**src/rrd_pkg.sv**
```systemverilog
// constants for the relocatable on-chip ram decoder
package rrd_pkg;

   localparam int          ADDR_W        = 16;
   localparam int          PAGE_HI       = 15;
   localparam int          PAGE_LO       = 12;
   localparam int          MAP_PAGE_HI   = 7;
   localparam int          MAP_PAGE_LO   = 4;
   localparam int          DIRECT_HI     = 15;
   localparam int          DIRECT_LO     = 8;
   localparam logic [7:0]  DIRECT_BYTE   = 8'h00;
   localparam logic [3:0]  PAGE_RESET    = 4'h0;
   localparam logic [7:0]  MAP_RESET     = 8'h00;
   localparam logic [7:0]  CFG_RESET     = 8'h03;
   localparam int          WINDOW_CYCLES = 64;
   localparam int          CNT_W         = 7;
   localparam int          CFG_EEPROM_ON_BIT = 0;
   localparam int          CFG_SEC_OFF_BIT   = 1;
   localparam int          ST_WIN_BIT    = 0;
   localparam int          ST_NORM_BIT   = 1;
   localparam int          ST_STOP_BIT   = 2;
   localparam int          ST_CNT_LO     = 8;
   localparam int          WB_AW         = 8;
   localparam logic [7:0]  OFS_MAP       = 8'h00;
   localparam logic [7:0]  OFS_CFG       = 8'h04;
   localparam logic [7:0]  OFS_STAT      = 8'h08;
   localparam logic [31:0] WB_ZERO       = 32'h0000_0000;
   localparam logic [7:0]  BYTE_ZERO     = 8'h00;

endpackage

```
**src/rrd_ram_remap_decoder.sv**
```systemverilog
// relocatable ram decoder with mapping, config and status registers on wishbone
`timescale 1ns/1ps
`default_nettype none
module rrd_ram_remap_decoder
   import rrd_pkg::*;
#(
   parameter int RAM_AW = 8
) (
   input  wire logic              clk_i,
   input  wire logic              rst_i,
   input  wire logic              wb_cyc_i,
   input  wire logic              wb_stb_i,
   input  wire logic              wb_we_i,
   input  wire logic [WB_AW-1:0]  wb_adr_i,
   input  wire logic [3:0]        wb_sel_i,
   input  wire logic [31:0]       wb_dat_i,
   output logic      [31:0]       wb_dat_o,
   output logic                   wb_ack_o,
   input  wire logic              normal_mode_i,
   input  wire logic              cpu_stop_i,
   input  wire logic [ADDR_W-1:0] cpu_addr_i,
   input  wire logic              cpu_direct_i,
   input  wire logic              cpu_rd_i,
   input  wire logic              cpu_wr_i,
   input  wire logic [7:0]        cpu_wdata_i,
   output logic      [7:0]        cpu_rdata_o,
   output logic                   cpu_ram_hit_o,
   output logic                   eeprom_on_bit_o,
   output logic                   security_off_bit_o
);

   localparam int RAM_DEPTH = 1 << RAM_AW;

   typedef struct packed {
      logic [RAM_DEPTH-1:0][7:0] ram;
      logic [7:0]                map;
      logic [7:0]                cfg;
      logic [CNT_W-1:0]          cnt;
      logic                      mode_s1;
      logic                      mode_s2;
      logic                      ack;
      logic [31:0]               dat;
      logic [7:0]                rdata;
   } rrd_state_t;

   rrd_state_t st;
   rrd_state_t next_st;

   // direct mode forces the high byte to zero
   function automatic logic [ADDR_W-1:0] eff_addr(input logic [ADDR_W-1:0] a,
                                                  input logic              direct);
      logic [ADDR_W-1:0] e;
      e = a;
      if (direct) begin
         e[DIRECT_HI:DIRECT_LO] = DIRECT_BYTE;
      end
      return e;
   endfunction

   // ram answers at the page base only; bits between page and index must be zero
   function automatic logic ram_hit(input logic [ADDR_W-1:0] e,
                                    input logic [3:0]        page);
      logic [ADDR_W-1:0] off;
      off = e;
      off[PAGE_HI:PAGE_LO] = PAGE_RESET;
      return (e[PAGE_HI:PAGE_LO] == page) && ((off >> RAM_AW) == '0);
   endfunction

   logic [ADDR_W-1:0] cpu_eff;
   logic [3:0]        page;
   logic              win_open;
   logic              normal;
   logic              wb_take;
   logic              wb_wr;
   logic              map_wr_ok;
   logic [RAM_AW-1:0] ram_idx;

   assign page      = st.map[MAP_PAGE_HI:MAP_PAGE_LO];
   assign cpu_eff   = eff_addr(cpu_addr_i, cpu_direct_i);
   assign ram_idx   = cpu_eff[RAM_AW-1:0];
   assign normal    = st.mode_s2;
   // counter saturates, so the window never reopens without a reset
   assign win_open  = st.cnt < CNT_W'(WINDOW_CYCLES);
   assign wb_take   = wb_cyc_i && wb_stb_i && !st.ack;
   // writes commit on the ack edge, so an aborted cycle leaves the registers alone
   assign wb_wr     = wb_cyc_i && wb_stb_i && wb_we_i && wb_sel_i[0] && st.ack;
   assign map_wr_ok = win_open || !normal;

   assign cpu_ram_hit_o      = ram_hit(cpu_eff, page);
   assign cpu_rdata_o        = st.rdata;
   assign wb_dat_o           = st.dat;
   assign wb_ack_o           = st.ack;
   assign eeprom_on_bit_o    = st.cfg[CFG_EEPROM_ON_BIT];
   assign security_off_bit_o = st.cfg[CFG_SEC_OFF_BIT];

   always_comb begin
      next_st         = st;
      next_st.mode_s1 = normal_mode_i;
      next_st.mode_s2 = st.mode_s1;
      next_st.ack     = wb_take;
      // a stopped clock is modelled by holding every stored value except bus ack, bus data and mode sync
      if (!cpu_stop_i) begin
         if (win_open) begin
            next_st.cnt = st.cnt + CNT_W'(1);
         end
         if (cpu_wr_i && cpu_ram_hit_o) begin
            next_st.ram[ram_idx] = cpu_wdata_i;
         end
         if (cpu_rd_i && cpu_ram_hit_o) begin
            next_st.rdata = st.ram[ram_idx];
         end
         if (wb_wr) begin
            if (wb_adr_i == OFS_MAP && map_wr_ok) begin
               next_st.map = wb_dat_i[7:0];
            end
            if (wb_adr_i == OFS_CFG) begin
               next_st.cfg = wb_dat_i[7:0];
            end
         end
      end
      if (wb_take) begin
         case (wb_adr_i)
            OFS_MAP: begin
               next_st.dat = {24'h000000, st.map};
            end
            OFS_CFG: begin
               next_st.dat = {24'h000000, st.cfg};
            end
            OFS_STAT: begin
               next_st.dat                              = WB_ZERO;
               next_st.dat[ST_WIN_BIT]                  = win_open;
               next_st.dat[ST_NORM_BIT]                 = normal;
               next_st.dat[ST_STOP_BIT]                 = cpu_stop_i;
               next_st.dat[ST_CNT_LO+CNT_W-1:ST_CNT_LO] = st.cnt;
            end
            default: begin
               next_st.dat = WB_ZERO;
            end
         endcase
      end
   end

   // no timeout or minimum-rate logic anywhere; state only moves on edges
   always_ff @(posedge clk_i) begin
      if (rst_i) begin
         st         <= '0;
         st.map     <= MAP_RESET;
         st.cfg     <= CFG_RESET;
         st.mode_s1 <= 1'b1;
         st.mode_s2 <= 1'b1;
      end else begin
         st <= next_st;
      end
   end

   logic [7:0] wb_ram_probe;
   assign wb_ram_probe = st.ram[ram_idx];
endmodule
`default_nettype wire
```
**config.mk**
```make
export PLATFORM = sky130hd
export DESIGN_NAME = rrd_ram_remap_decoder
export DESIGN_NICKNAME = d
export VERILOG_FILES = /design/src/rrd_pkg.sv /design/src/rrd_ram_remap_decoder.sv
export SDC_FILE = /design/constraint.sdc
export NUM_CORES = 2
export LEC_CHECK = 0
export BUFFER_PORTS_ARGS = -buffer_cell sky130_fd_sc_hd__buf_4
export CAP_MARGIN = 10
export CORE_MARGIN = 2
export CORE_UTILIZATION = 60
export DETAILED_ROUTE_END_ITERATION = 7
export PLACE_DENSITY = 0.76
export SYNTH_ARGS = -nofsm -noshare
export SYNTH_HDL_FRONTEND = slang
export SYNTH_SLANG_ARGS = --single-unit
```
**constraint.sdc**
```tcl
create_clock -name clk_i -period 3.3 [get_ports clk_i]
set_input_delay 0.33 -clock clk_i [delete_from_list [all_inputs] [get_ports clk_i]]
set_output_delay 0.33 -clock clk_i [all_outputs]
set_load 0.01 [all_outputs]
```
# ---- Word-level counts from Yosys, hierarchy flattened
# Index checks and enable logic that the tools add are counted.
dict set report word_totals {
  elab_cells 299
  input_bits 78
  reg_bits 2114
  output_inout_bits 44
}
dict set report classes {
  bitwise 1
  n_lt_le_gt_ge 3
  add_sub_neg 1
  n_reduce_logical 20
  muxes 7
  eq_ne 3
}
# operator count
set op_table {}
lappend op_table {{bitwise mux 2048 bit} 1}
lappend op_table {{binary-select mux 8 bit (select 8 bit)} 1}
lappend op_table {{demux 8 bit (select 8 bit)} 1}
lappend op_table {{case mux 15 bit (3 select lines)} 1}
lappend op_table {{2-to-1 mux 8 bit} 3}
lappend op_table {{logical NOT 16 bit} 1}
lappend op_table {{logical AND 1 bit} 10}
lappend op_table {{less-than comparator 8 x 9 -> 1 bit (second input constant)} 1}
lappend op_table {{equality test 8 x 3 -> 1 bit (second input constant)} 1}
lappend op_table {{equality test 8 x 4 -> 1 bit (second input constant)} 1}
lappend op_table {{>= comparator 8 x 1 -> 1 bit (second input constant)} 1}
lappend op_table {{logical NOT 8 bit} 1}
lappend op_table {{adder 7 x 1 -> 7 bit (second input constant)} 1}
lappend op_table {{less-than comparator 7 bit (second input constant)} 1}
lappend op_table {{AND reduction 2 bit} 3}
lappend op_table {{AND reduction 3 bit} 2}
lappend op_table {{equality test 4 bit} 1}
lappend op_table {{logical NOT 1 bit} 2}
lappend op_table {{logical OR 1 bit} 1}
lappend op_table {{NOT 1 bit} 1}

# ---- Longest topological paths before layout
dict set report depth {
  ltp_word 5
  mapped_depth 13
  mapped_depth_nobuf 8
}

# ---- Least setup slack after synthesis
# OpenSTA, ideal clock, no wires.
dict set report synth_path {
  path_kind {in2reg}
  startpoint {in cpu_addr_i[0]}
  endpoint {reg st, in the netlist cpu_rdata_o[4]}
  path_slack_ns 0.743
  stages 10
  t_arrival_ns 2.422
  cell_sequence {buf_2 buf_4 buf_4 buf_2 buf_4 mux4_2 a22oi_1 nand4_1 a31oi_1 a41oi_1}
}
dict set report synth_via {
  elab_chain_cells 2
}
# element line_no
set synth_rtl {}
lappend synth_rtl {{from (decl)} rrd_ram_remap_decoder.sv:21} ;# input wire logic [ADDR_W-1:0] cpu_addr_i,
lappend synth_rtl {{binary-select mux 8 bit (select 8 bit)} --}
lappend synth_rtl {{2-to-1 mux 8 bit (not written as such)} rrd_ram_remap_decoder.sv:110} ;# next_st.rdata = st.ram[ram_idx];
lappend synth_rtl {{to (signal assigned)} rrd_ram_remap_decoder.sv:152} ;# st <= next_st;
lappend synth_rtl {{to (decl)} rrd_ram_remap_decoder.sv:46} ;# rrd_state_t st;
# Every way passes these cells. The select of a mux whose other input is x is not followed.
# A chain may end at the register's enable or synchronous reset.

# ---- Worst setup path after layout
dict set report layout_path {
  startpoint {reg st, in the netlist page[1]}
  endpoint {reg st[298] (netlist name)}
}
dict set report layout_via {
  elab_chain_cells 4
}
# element line_no
set layout_rtl {}
lappend layout_rtl {{equality test 4 bit} rrd_ram_remap_decoder.sv:66} ;# return (e[PAGE_HI:PAGE_LO] == page) && ((off >> RAM_AW) == '0);
lappend layout_rtl {{logical AND 1 bit} rrd_ram_remap_decoder.sv:66}
lappend layout_rtl {{logical AND 1 bit} rrd_ram_remap_decoder.sv:106} ;# if (cpu_wr_i && cpu_ram_hit_o) begin
lappend layout_rtl {{AND reduction 2 bit (no line)} --}
# Every way passes these cells.

==> impl_metrics.ini <==
[timing]
worstMarginPinSlew_ns = 0.928
rsz0062_at_grt = false
slew_viol_final = 0
setup_violations = 0
max-slew-margin-rel_pct = 38.1
fin_hold_ws_ns = 0.0307
fin_crit_sh_pct = 96.8
max_freq_mhz = 313
tns_ns = 0
period_needed_ns = 3.19
hold_viol = 0
fin_skew_ns = 0.0273

[clock_tree]
clkLatencyLatePin_ns = 0.86
clock-sinks = 2097
cts_tree = yes
clkTransAtPathRegs_ns = 0.06
cts_max_level = 4
ctsLongestPathBuffers = 3
root_buffer = clkbuf_16
cts_buffers = 210
postCtsResizedCells = 0

[layout]
final_common_cell = nand2_1
fin_nets = 10900
drive_gt1_share_pct = 14.0
syn_to_final_growth_pct = 12.0
post-route-util_pct = 67.6
n_fill_cell = 12200
final_cell_mix = 2358 x nand2_1, 2100 x a21oi_1, 2097 x dfxtp_1

[power]
cellLeakagePower_uw = 0.0334
peakVddDrop_mv = 0.552
power_density_nw_per_um2 = 506

[critical_path]
crit_required_ns = 4.08
arrival_ns = 3.98
ff2ff_path_depth = 10
cp-start-kind = flop
crit_path_end_kind = flop
path_class = reg2reg
path_max_fanout = 120

[global_routing]
grt_pass1_vias = 83900
grt_max_degree = 145
grt_pass1_wl_um = 489000
grt-ovfl-total = 0
antenna_found_initial = 7
groute.usage.overall_pct = 39.0

[die]
die_h_um = 400
rows = 145
core_um2 = 156000
die_w_um = 400
ios = 122
initial_utilization_pct = 60.3
die_area_um2 = 160000

[logic_synthesis]
synth_area_um2 = 94200
synth_top_family_by_area = simple AND/OR/NAND/NOR gates
seq_area_frac_synth_pct = 44.6
ys_dominant_reg_cell = dfxtp_1
synth_compound_area_share_pct = 18.2
synth_fa_ha_area_share_pct = 0.0133
synth_seq_cells = 2097
synth_async_sr_flop_share_pct = 0
synthSimpleGateAreaFrac_pct = 18.4
synthMuxAreaShare_pct = 13.1
yosys_warnings = 0
synth_cell_types = 76
avgSynthCellArea_um2 = 8.45
synth_edf_count = 0
synth_cells = 11100
synth_xor_area_share_pct = 0.0558

[place]
port_buffers = 77
place.gp.congestion = 0.959
dp.final_hpwl_um = 199000

[run]
maxCapViolations = 0

[hold_path]
holdCritPathClass = in2reg
holdPathStages = 3

[detailed_routing]
routed_wl_um = 322000
drt_pre_antenna_iters = 8
first_iter_violations = 13700
remaining_drc_errors = 9
wl_per_cell_um = 24.7
via_per_inst = 6.75
ant_nets = 0
vias = 88000

[run_status]
status = finished, violations left
violations = DRC
[critical path: stages (launching register included)]
cell and delay (ns):
dfxtp_1 0.44, nand4bb_1 0.14, o22a_1 0.21, a221o_1 0.53, inv_2 0.19, buf_12 0.17
nand4_4 0.10, buf_12 0.21, nor2_1 0.68, nand2_1 0.13, a21oi_1 0.15
[sequential cells by signal (all words and copies together) (netlist names)]
signal	flops
cpu_rdata_o	8
eeprom_on_bit_o	1
next_st	1
normal	1
page	4
security_off_bit_o	1
st	2065
wb_ack_o	1
wb_dat_o	15
[final cells by class]
class / instances / area (µm²) / share of cell area [%]
Multi-Input combinational cell: 7878 / 47200 / 44.8
Sequential cell: 2097 / 42000 / 39.8
Inverter: 8 / 35.0 / 0.0332
Clock inverter: 73 / 828 / 0.786
Timing Repair Buffer: 607 / 6530 / 6.20
Clock buffer: 317 / 6240 / 5.92
Tap cell: 2058 / 2570 / 2.44
Antenna cell: 3 / 7.51 / 0.00712
[what timing repair did]
item / CTS / global route
hold buffers: 24 / 0
setup buffers: 0 / 0
endpoints found under the hold margin: 273 / 0
[cells in the mapped netlist, types with 29 or more instances]
library cell	count	area (µm²)
nor2_4	67	754
o21ai_1	106	531
nand2_1	2360	8860
buf_2	185	926
clkbuf_1	822	3090
mux4_2	464	10500
a32oi_1	29	254
a22oi_1	75	563
dfxtp_1	2097	42000
mux2i_1	177	1770
a21oi_1	2100	10500
nor3_1	31	155
o21ai_0	835	4180
nand3_1	1173	5870
buf_4	111	833
o22ai_1	39	244
buf_1	45	169
nor2_1	152	571
[power breakdown]
group          leakage (µW)  internal (µW)  switching, µW
registers            0.0169          25300           17.9
clock network       0.00348          14000          10600
logic                0.0131            959           2530
[final timing paths]
kind                                 to  slack, ns                   start
hold / removal    st[1296]$_SDFFE_PP0P_       0.03          cpu_wdata_i[6]
setup / recovery   st[298]$_SDFFE_PP0P_       0.11    page[1]$_SDFFE_PP0P_
setup reg to reg   st[298]$_SDFFE_PP0P_       0.11    page[1]$_SDFFE_PP0P_
hold reg to reg       normal$_SDFF_PP1_       0.44  next_st[41]$_SDFF_PP1_
[cell families after synthesis]
kind of cell | count (synthesis)
other | 1
buffers and inverters | 1186
adder cells (fa/ha/maj) | 1
XOR/XNOR | 6
AND/OR/NAND/NOR | 3909
flip-flops | 2097
AO/OA/AOI/OAI | 3292
multiplexers | 653
[per-layer routing]
metal / vias up / global-route usage (%) / share of wire [%]
met5: - / 0 / 0.031
met4: 8 / 21.0 / 5.7
met3: 1170 / 10.3 / 13
met2: 5947 / 60.3 / 45
met1: 42300 / 49.8 / 36
li1: 38600 / - / -
[metrics by stage]
stage,std cells,area (µm²),total power (µW),setup WS (ns)
after floorplan,11200,94200,27800,0.743
after global placement,12600,98100,29200,0.0322
after detailed placement,12600,98100,29200,0.0522
after CTS,13000,105000,53200,0.188
after global routing,13000,105000,54400,0.0224
final,13000,105000,53400,0.105
(Power assumes the default switching activity.)
